===== src/shared/sms_consts.svh =====
// constants of the startup mode and port select block
// assumes a 32-bit classic wishbone register bus, byte addressed
// How it works
// switch two off: peripheral port is terminal; on: stored or standard settings.
// switch one off: serial port uses stored words; on: standard settings.
// selector byte 00 switches, 01 last mode, 02 lower byte mode.
// selector 00 and switch two on: run mode at once.
// selector 00, switch two off, terminal attached: terminal key switch decides.
// switch setting and attached device disagree: program mode, no communication. The code forces program mode only with selector 00.
// startup selector byte resets to 00.
// newer units detect an attached terminal themselves, not by switch.
// nothing attached: switch two off gives program, on gives run.
`ifndef SMS_CONSTS_SVH
`define SMS_CONSTS_SVH
// register byte offsets
`define SMS_OFF_SETTING 4'h0
`define SMS_OFF_CTRL 4'h4
`define SMS_OFF_STATUS 4'h8
// setting word fields and reset
`define SMS_SEL_HI 15
`define SMS_SEL_LO 8
`define SMS_SETTING_RST 16'h0000
// selector codes
`define SMS_SEL_SWITCH 8'h00
`define SMS_SEL_LAST 8'h01
`define SMS_SEL_WORD 8'h02
// lower byte mode codes
`define SMS_LOW_PROG 8'h00
`define SMS_LOW_MON 8'h01
`define SMS_LOW_RUN 8'h02
// control bits
`define SMS_CTRL_START 0
`define SMS_CTRL_AUTO 1
`define SMS_AUTO_RST 1'b1
`endif


===== src/shared/sms_pkg.sv =====
// types of the startup mode and port select block
// assumes nothing beyond the tool's package support
package sms_pkg;
  // operating modes
  typedef enum logic [1:0] {
    SMS_MODE_PROG = 2'h0,
    SMS_MODE_MON = 2'h1,
    SMS_MODE_RUN = 2'h2
  } sms_mode_t;
  // device seen on the peripheral port
  typedef enum logic [1:0] {
    SMS_DEV_NONE = 2'h0,
    SMS_DEV_TERM = 2'h1,
    SMS_DEV_OTHER = 2'h2
  } sms_dev_t;
  // peripheral port configuration
  typedef enum logic [1:0] {
    SMS_PCFG_TERM = 2'h0,
    SMS_PCFG_STORED = 2'h1,
    SMS_PCFG_STD = 2'h2
  } sms_pcfg_t;
  // sequencer states, one-hot
  typedef enum logic [2:0] {
    SMS_ST_IDLE = 3'b001,
    SMS_ST_LATCH = 3'b010,
    SMS_ST_DONE = 3'b100
  } sms_state_t;
endpackage


===== src/shared/sms_if.sv =====
// decision inputs and results between top and decision logic
// assumes both ends sit in the same clock domain
`timescale 1ns/1ps
interface sms_if;
  import sms_pkg::*;
  logic [15:0] setting;
  logic port_sw;
  logic periph_sw;
  logic auto_en;
  sms_dev_t dev;
  sms_mode_t key_mode;
  sms_mode_t last_mode;
  sms_mode_t mode;
  sms_pcfg_t pcfg;
  logic ser_std;
  logic mismatch;
  // top supplies inputs, takes results
  modport top (
    output setting, port_sw, periph_sw, auto_en, dev, key_mode, last_mode,
    input mode, pcfg, ser_std, mismatch
  );
  // decision logic takes inputs, gives results
  modport dec (
    input setting, port_sw, periph_sw, auto_en, dev, key_mode, last_mode,
    output mode, pcfg, ser_std, mismatch
  );
endinterface


===== src/rtl/sms_decide.sv =====
// combinational startup mode and port configuration decision
// assumes inputs are stable while the top samples the results
`timescale 1ns/1ps
`include "sms_consts.svh"
module sms_decide
  import sms_pkg::*;
(
  // decision inputs and results
  sms_if.dec d
);
  logic [7:0] sel;
  logic [7:0] low;
  sms_dev_t eff_dev;
  assign sel = d.setting[`SMS_SEL_HI:`SMS_SEL_LO];
  assign low = d.setting[7:0];
  // without detection the switch is taken as the truth
  assign eff_dev = d.auto_en ? d.dev :
    (d.periph_sw ? SMS_DEV_OTHER : SMS_DEV_TERM);
  // port configuration follows the two switches
  always_comb begin
    d.ser_std = d.port_sw;
    if (!d.periph_sw) begin
      d.pcfg = SMS_PCFG_TERM;
    end else if (d.port_sw) begin
      d.pcfg = SMS_PCFG_STD;
    end else begin
      d.pcfg = SMS_PCFG_STORED;
    end
    d.mismatch = (!d.periph_sw && eff_dev == SMS_DEV_OTHER) ||
      (d.periph_sw && eff_dev == SMS_DEV_TERM);
  end
  // startup mode from the selector byte
  always_comb begin
    d.mode = SMS_MODE_PROG;
    case (sel)
      `SMS_SEL_SWITCH: begin
        if (d.mismatch) begin
          d.mode = SMS_MODE_PROG;
        end else if (d.periph_sw) begin
          d.mode = SMS_MODE_RUN;
        end else if (eff_dev == SMS_DEV_TERM) begin
          d.mode = d.key_mode;
        end else begin
          d.mode = SMS_MODE_PROG;
        end
      end
      `SMS_SEL_LAST: begin
        d.mode = d.last_mode;
      end
      `SMS_SEL_WORD: begin
        case (low)
          `SMS_LOW_MON: d.mode = SMS_MODE_MON;
          `SMS_LOW_RUN: d.mode = SMS_MODE_RUN;
          default: d.mode = SMS_MODE_PROG;
        endcase
      end
      default: d.mode = SMS_MODE_PROG;                  // undefined: safe
    endcase
  end
endmodule // sms_decide


===== src/rtl/sms_top.sv =====
// startup mode and port select: wishbone registers plus one-shot decision
// assumes synchronous pins, one clock, software starts the decision once
//
// Added by the designer: the address map and the Wishbone slave port.
`timescale 1ns/1ps
`include "sms_consts.svh"
module sms_top
  import sms_pkg::*;
(
  // clock and reset
  input wire logic clk_i,
  input wire logic rst_i,
  // wishbone slave
  input wire logic wb_cyc_i,
  input wire logic wb_stb_i,
  input wire logic wb_we_i,
  input wire logic [3:0] wb_adr_i,
  input wire logic [3:0] wb_sel_i,
  input wire logic [31:0] wb_dat_i,
  output logic [31:0] wb_dat_o,
  output logic wb_ack_o,
  // front panel and port status
  input wire logic port_settings_switch_i,
  input wire logic peripheral_device_switch_i,
  input wire logic [1:0] periph_dev_i,
  input wire logic [1:0] key_mode_i,
  input wire logic [1:0] last_mode_i,
  // decision results
  output logic [1:0] mode_o,
  output logic mode_valid_o,
  output logic [1:0] periph_cfg_o,
  output logic ser_std_o,
  output logic periph_comm_en_o
);
  typedef struct packed {
    sms_state_t state;
    logic [15:0] setting;
    logic auto_en;
    sms_mode_t mode;
    logic valid;
    sms_pcfg_t pcfg;
    logic ser_std;
    logic comm_en;
    logic mismatch;
    logic ack;
    logic [31:0] dat;
  } sms_regs_t;

  sms_regs_t r_reg;
  sms_regs_t r_next;
  sms_if dif ();
  logic req;
  logic wr;
  logic start;

  // decision inputs come from pins and the setting and control registers
  assign dif.setting = r_reg.setting;
  assign dif.port_sw = port_settings_switch_i;
  assign dif.periph_sw = peripheral_device_switch_i;
  assign dif.auto_en = r_reg.auto_en;
  assign dif.dev = sms_dev_t'(periph_dev_i);
  assign dif.key_mode = sms_mode_t'(key_mode_i);
  assign dif.last_mode = sms_mode_t'(last_mode_i);

  sms_decide u_dec (
    .d(dif.dec)
  );

  // bus request decode: a request is taken while ack is low, and a write
  // lands at the edge that sees ack high, where the master still holds it
  assign req = wb_cyc_i && wb_stb_i && !r_reg.ack;
  assign wr = wb_cyc_i && wb_stb_i && wb_we_i && r_reg.ack;
  assign start = wr && wb_adr_i == `SMS_OFF_CTRL && wb_sel_i[0] &&
    wb_dat_i[`SMS_CTRL_START];

  // next state: bus slave, registers and sequencer
  always_comb begin
    r_next = r_reg;
    r_next.ack = req;
    r_next.dat = 32'h0000_0000;
    if (wr && wb_adr_i == `SMS_OFF_SETTING) begin
      if (wb_sel_i[0]) begin
        r_next.setting[7:0] = wb_dat_i[7:0];
      end
      if (wb_sel_i[1]) begin
        r_next.setting[15:8] = wb_dat_i[15:8];
      end
    end
    if (wr && wb_adr_i == `SMS_OFF_CTRL && wb_sel_i[0]) begin
      r_next.auto_en = wb_dat_i[`SMS_CTRL_AUTO];
    end
    if (req && !wb_we_i) begin
      case (wb_adr_i)
        `SMS_OFF_SETTING: r_next.dat = {16'h0000, r_reg.setting};
        `SMS_OFF_CTRL: r_next.dat = {30'h0, r_reg.auto_en, 1'b0};
        `SMS_OFF_STATUS: r_next.dat = {24'h0, r_reg.mismatch,
          r_reg.comm_en, r_reg.ser_std, r_reg.pcfg, r_reg.valid,
          r_reg.mode};
        default: r_next.dat = 32'h0000_0000;
      endcase
    end
    // evaluated once: later start writes are ignored
    case (r_reg.state)
      SMS_ST_IDLE: begin
        if (start) begin
          r_next.state = SMS_ST_LATCH;
        end
      end
      SMS_ST_LATCH: begin
        r_next.mode = dif.mode;
        r_next.pcfg = dif.pcfg;
        r_next.ser_std = dif.ser_std;
        r_next.mismatch = dif.mismatch;
        r_next.comm_en = !dif.mismatch;
        r_next.valid = 1'b1;
        r_next.state = SMS_ST_DONE;
      end
      SMS_ST_DONE: r_next.state = SMS_ST_DONE;
      default: r_next.state = SMS_ST_IDLE;
    endcase
  end

  // state register
  always_ff @(posedge clk_i) begin
    if (rst_i) begin
      r_reg <= '{state: SMS_ST_IDLE, setting: `SMS_SETTING_RST,
        auto_en: `SMS_AUTO_RST, mode: SMS_MODE_PROG, valid: 1'b0,
        pcfg: SMS_PCFG_TERM, ser_std: 1'b0, comm_en: 1'b0,
        mismatch: 1'b0, ack: 1'b0, dat: 32'h0000_0000};
    end else begin
      r_reg <= r_next;
    end
  end

  // outputs straight from the state register
  assign wb_dat_o = r_reg.dat;
  assign wb_ack_o = r_reg.ack;
  assign mode_o = r_reg.mode;
  assign mode_valid_o = r_reg.valid;
  assign periph_cfg_o = r_reg.pcfg;
  assign ser_std_o = r_reg.ser_std;
  assign periph_comm_en_o = r_reg.comm_en;

  logic in_latch;
  logic [7:0] sel_now;
  assign in_latch = r_reg.state == SMS_ST_LATCH;
  assign sel_now = r_reg.setting[`SMS_SEL_HI:`SMS_SEL_LO];
endmodule // sms_top


===== config.mk =====
export PLATFORM = sky130hd
export DESIGN_NAME = sms_top
export DESIGN_NICKNAME = d
export VERILOG_FILES = /design/src/shared/sms_pkg.sv /design/src/shared/sms_if.sv /design/src/rtl/sms_decide.sv /design/src/rtl/sms_top.sv
export VERILOG_INCLUDE_DIRS = /design/src /design/src/shared
export SDC_FILE = /design/constraint.sdc
export NUM_CORES = 1
export LEC_CHECK = 0
export BUFFER_PORTS_ARGS = -buffer_cell sky130_fd_sc_hd__buf_2
export CAP_MARGIN = 20
export CORE_MARGIN = 2
export CORE_UTILIZATION = 45
export DETAILED_ROUTE_END_ITERATION = 8
export GPL_TIMING_DRIVEN = 0
export PLACE_DENSITY = 0.76
export SYNTH_ARGS = -nofsm -noshare
export SYNTH_HDL_FRONTEND = slang
export SYNTH_HIERARCHICAL = 1
export SYNTH_SLANG_ARGS = --single-unit

===== constraint.sdc =====
create_clock -name clk_i -period 4.1 [get_ports clk_i]
set_input_delay 0.205 -clock clk_i [delete_from_list [all_inputs] [get_ports clk_i]]
set_output_delay 0.205 -clock clk_i [all_outputs]
set_load 0.02 [all_outputs]

==> results.py <==
metrics = {
    "floorplanning": {
        "io-pin-count": 93,
        "die_h_um": 73.5,
        "initial_core_util_pct": 46.3,
        "coreArea_mm2": 0.00469,
        "rows": 25,
        "die-area_mm2": 0.00540,
        "die_w_um": 73.5,
    },
    "global_route": {
        "antenna_found_initial": 0,
        "grt_pass1_vias": 1590,
        "grt_max_degree": 14,
        "track_usage_pct": 17.6,
        "grt_pass1_wl_um": 7260,
        "grt_overflow": 0,
    },
    "worst_hold_path": {
        "holdCritStartpoint": "wb_dat_i[13]",
        "min_path_type": "in -> reg",
    },
    "sta": {
        "max_freq_ghz": 0.608,
        "period_minus_slack_ps": 1640,
        "fin_tns_setup_ps": 0,
        "setup_viol": 0,
        "slew_headroom_pct": 60.6,
        "finalCritPeriodShare_pct": 40.1,
        "worstMarginPinSlew_ps": 586,
        "hold_violations": 0,
        "rsz0062_at_grt": "false",
        "maxSlewViolCount": 0,
        "clock_skew_ps": 3.11,
    },
    "placement": {
        "gp_congestion": 0.816,
        "portBuffers": 57,
        "hpwl_um": 3560,
    },
    "drt": {
        "first_iter_violations": 98,
        "wl_um": 4650,
        "drc": 0,
        "wire_per_inst_um": 12.6,
        "vias": 1866,
        "ant_nets": 0,
        "drt_first_pass_iters": 4,
        "vias_per_cell": 5.07,
    },
    "yosys": {
        "yosys.area.top_type_share_pct": 41.5,
        "postSynthAreaPerCell_um2": 9.25,
        "ys_top_cells_by_area": "dfxtp_1 (41%), buf_4 (13%), mux2i_1 (7.4%)",
        "synth-seq-cells": 45,
        "yosys.area.top_type": "dfxtp_1",
        "synth_seq_area_share_pct": 41.5,
        "synthArstFlopShare_pct": 0,
        "ys_types": 39,
        "synth-edff-count": 0,
        "synth.most_common_cell": "dfxtp_1",
        "netlist_instances": 235,
        "yosysWarnings": 6,
        "synth-main-ff-cell": "dfxtp_1",
        "ys_top_cells_by_count": "dfxtp_1 (45), buf_4 (37), nor2_1 (20)",
        "synth_area_mm2": 0.00217,
    },
    "clocking": {
        "htreeDepth": 2,
        "cts_root_buffer": "clkbuf_8",
        "holdBufCountCts": 0,
        "cts_resized": 0,
        "clk_pin_slew_ps": 80,
        "tritoncts.num_buffers": 5,
        "cts_tree": "yes",
        "clkSinkCount": 45,
        "cts_setup_buffers": 0,
        "worstSkewPairLatency_ps": 290,
        "cts_buffer_depth": 2,
    },
    "power_and_ir_drop": {
        "peakVddDrop_uv": 159,
        "p_seq_share_pct": 52.7,
        "swShare_pct": 22.0,
        "finalPower_w": 0.000829,
        "p_per_area_mw_per_mm2": 309,
        "pwr-share-comb_pct": 9.4,
        "clkPwrFrac_pct": 37.8,
        "netSwitchingPower_w": 0.000183,
        "p_leak_nw": 1.21,
        "internal_power_w": 0.000647,
    },
    "worst_setup_path": {
        "reg2reg_to": "mode_o[1]",
        "critPathKind": "reg -> reg",
        "worstPathRequired_ps": 4330,
        "path_buf_inv": 0,
        "cp.arrival_ps": 1870,
        "cp.depth": 7,
        "crit_chain": "or4_4 -> nor3_2 -> nand3_1 -> nor3b_2 -> a21o_1 -> mux2i_1 -> nor2_1",
        "crit_end": "mode_o[1]",
        "crit_fanout": 3,
        "timing.reg2reg.setup_slack_ps": 2460,
        "cp-startpoint": "dif.setting[11]",
        "crit_family": "simple AND/OR/NAND/NOR gates",
        "cp-start-kind": "register",
        "worstRegToRegCells": 7,
        "cp_slowest_cell": "or4_4",
        "worst_setup_path_end_kind": "register",
        "rr_startpoint": "dif.setting[11]",
        "cpPeakStageDelay_ps": 540,
    },
    "run_status": {
        "status": "finished clean",
    },
    "finish": {
        "area_growth_pct": 23.6,
        "diodes": 0,
        "drive_above_1_share_pct": 36.3,
        "layout.nets": 367,
    },
    "job": {
        "maxCapViolCount": 0,
    },
}
[metrics by stage]
step | cells | util (%) | worst slack, ps | hold slack (ps) | instance area, um2
finish | 368 | 57.3 | 2460 | 165 | 2690
global route | 368 | 57.3 | 2350 | 162 | 2690
CTS | 368 | 57.3 | 2440 | 169 | 2690
detailed placement | 361 | 55.0 | 2470 | 459 | 2580
global placement | 361 | 55.0 | 2490 | 434 | 2580
floorplan | 250 | - | 2640 | 351 | 2230
[worst min-delay path by stage]
stage          depth (start not counted)               to  slack (ps)
5_1_grt                                3   dif.setting[7]         160
4_1_cts                                3  dif.setting[12]         170
6_report                               3  dif.setting[13]         170
3_3_place_gp                           1        r_reg[60]         430
2_1_floorplan                          1        r_reg[59]         350
3_5_place_dp                           1        r_reg[60]         460
[worst register-to-register path, cell delays in order (launching register included)]
cell and delay (ps):
dfxtp_1 330, or4_4 540, nor3_2 140, nand3_1 130, nor3b_2 200, a21o_1 110
mux2i_1 60, nor2_1 80
[power by group through the flow]
stage | sequential (W) | combinational [W] | clock [W]
6_report | 0.000437 | 0.0000783 | 0.000314
5_1_grt | 0.000438 | 0.0000849 | 0.000341
4_1_cts | 0.000437 | 0.0000772 | 0.000317
3_5_place_dp | 0.000448 | 0.0000768 | 0
3_3_place_gp | 0.000448 | 0.0000764 | 0
2_1_floorplan | 0.000448 | 0.0000494 | 0
[layout make-up]
class                           count  area (um2)
Sequential cell                    45         901
Tap cell                           54        67.6
Clock inverter                      2        35.0
Multi-Input combinational cell    151         973
Buffer                             51         344
Timing Repair Buffer               57         285
Clock buffer                        5        68.8
Inverter                            3        11.3
Fill cell                         474        2010
[metal layers]
| metal | part of all wire [%] | up-vias | GRT usage, % |
|---|---|---|---|
| met5 | 0 | - | 0 |
| met4 | 1.4 | 0 | 6.87 |
| met3 | 5.4 | 5 | 4.25 |
| met2 | 49 | 54 | 28.5 |
| met1 | 44 | 863 | 22.7 |
| li1 | - | 944 | - |
[cell usage in the layout (no fill, tap or decap), types with 2 or more instances in the layout]
| cell type | n |
|---|---|
| dfxtp_1 | 45 |
| buf_4 | 37 |
| clkbuf_1 | 8 |
| nor4b_1 | 2 |
| nand2b_1 | 2 |
| a21oi_1 | 18 |
| clkbuf_8 | 5 |
| nand4_1 | 18 |
| and3_1 | 2 |
| o31ai_1 | 16 |
| conb_1 | 16 |
| nor2_1 | 20 |
| nand2_1 | 3 |
| buf_2 | 62 |
| nor2b_1 | 4 |
| mux2i_1 | 16 |
| inv_1 | 3 |
| o21ai_0 | 2 |
| nor3b_1 | 3 |
| and2_1 | 9 |
| nor4_1 | 2 |
[kinds of logic (layout without fill, tap and decap cells)]
logic type	count (synthesis)	after routing	synth area share [%]
other	1	16	0.173
xor gates and xnor gates	1	1	0.403
buffers and inverters	54	118	16.3
DFF	45	45	41.5
and+or+nand+nor	77	77	22.2
AOI/OAI and AO/OA	41	41	12.0
muxes	16	16	7.37
(Power assumes the default switching activity.)
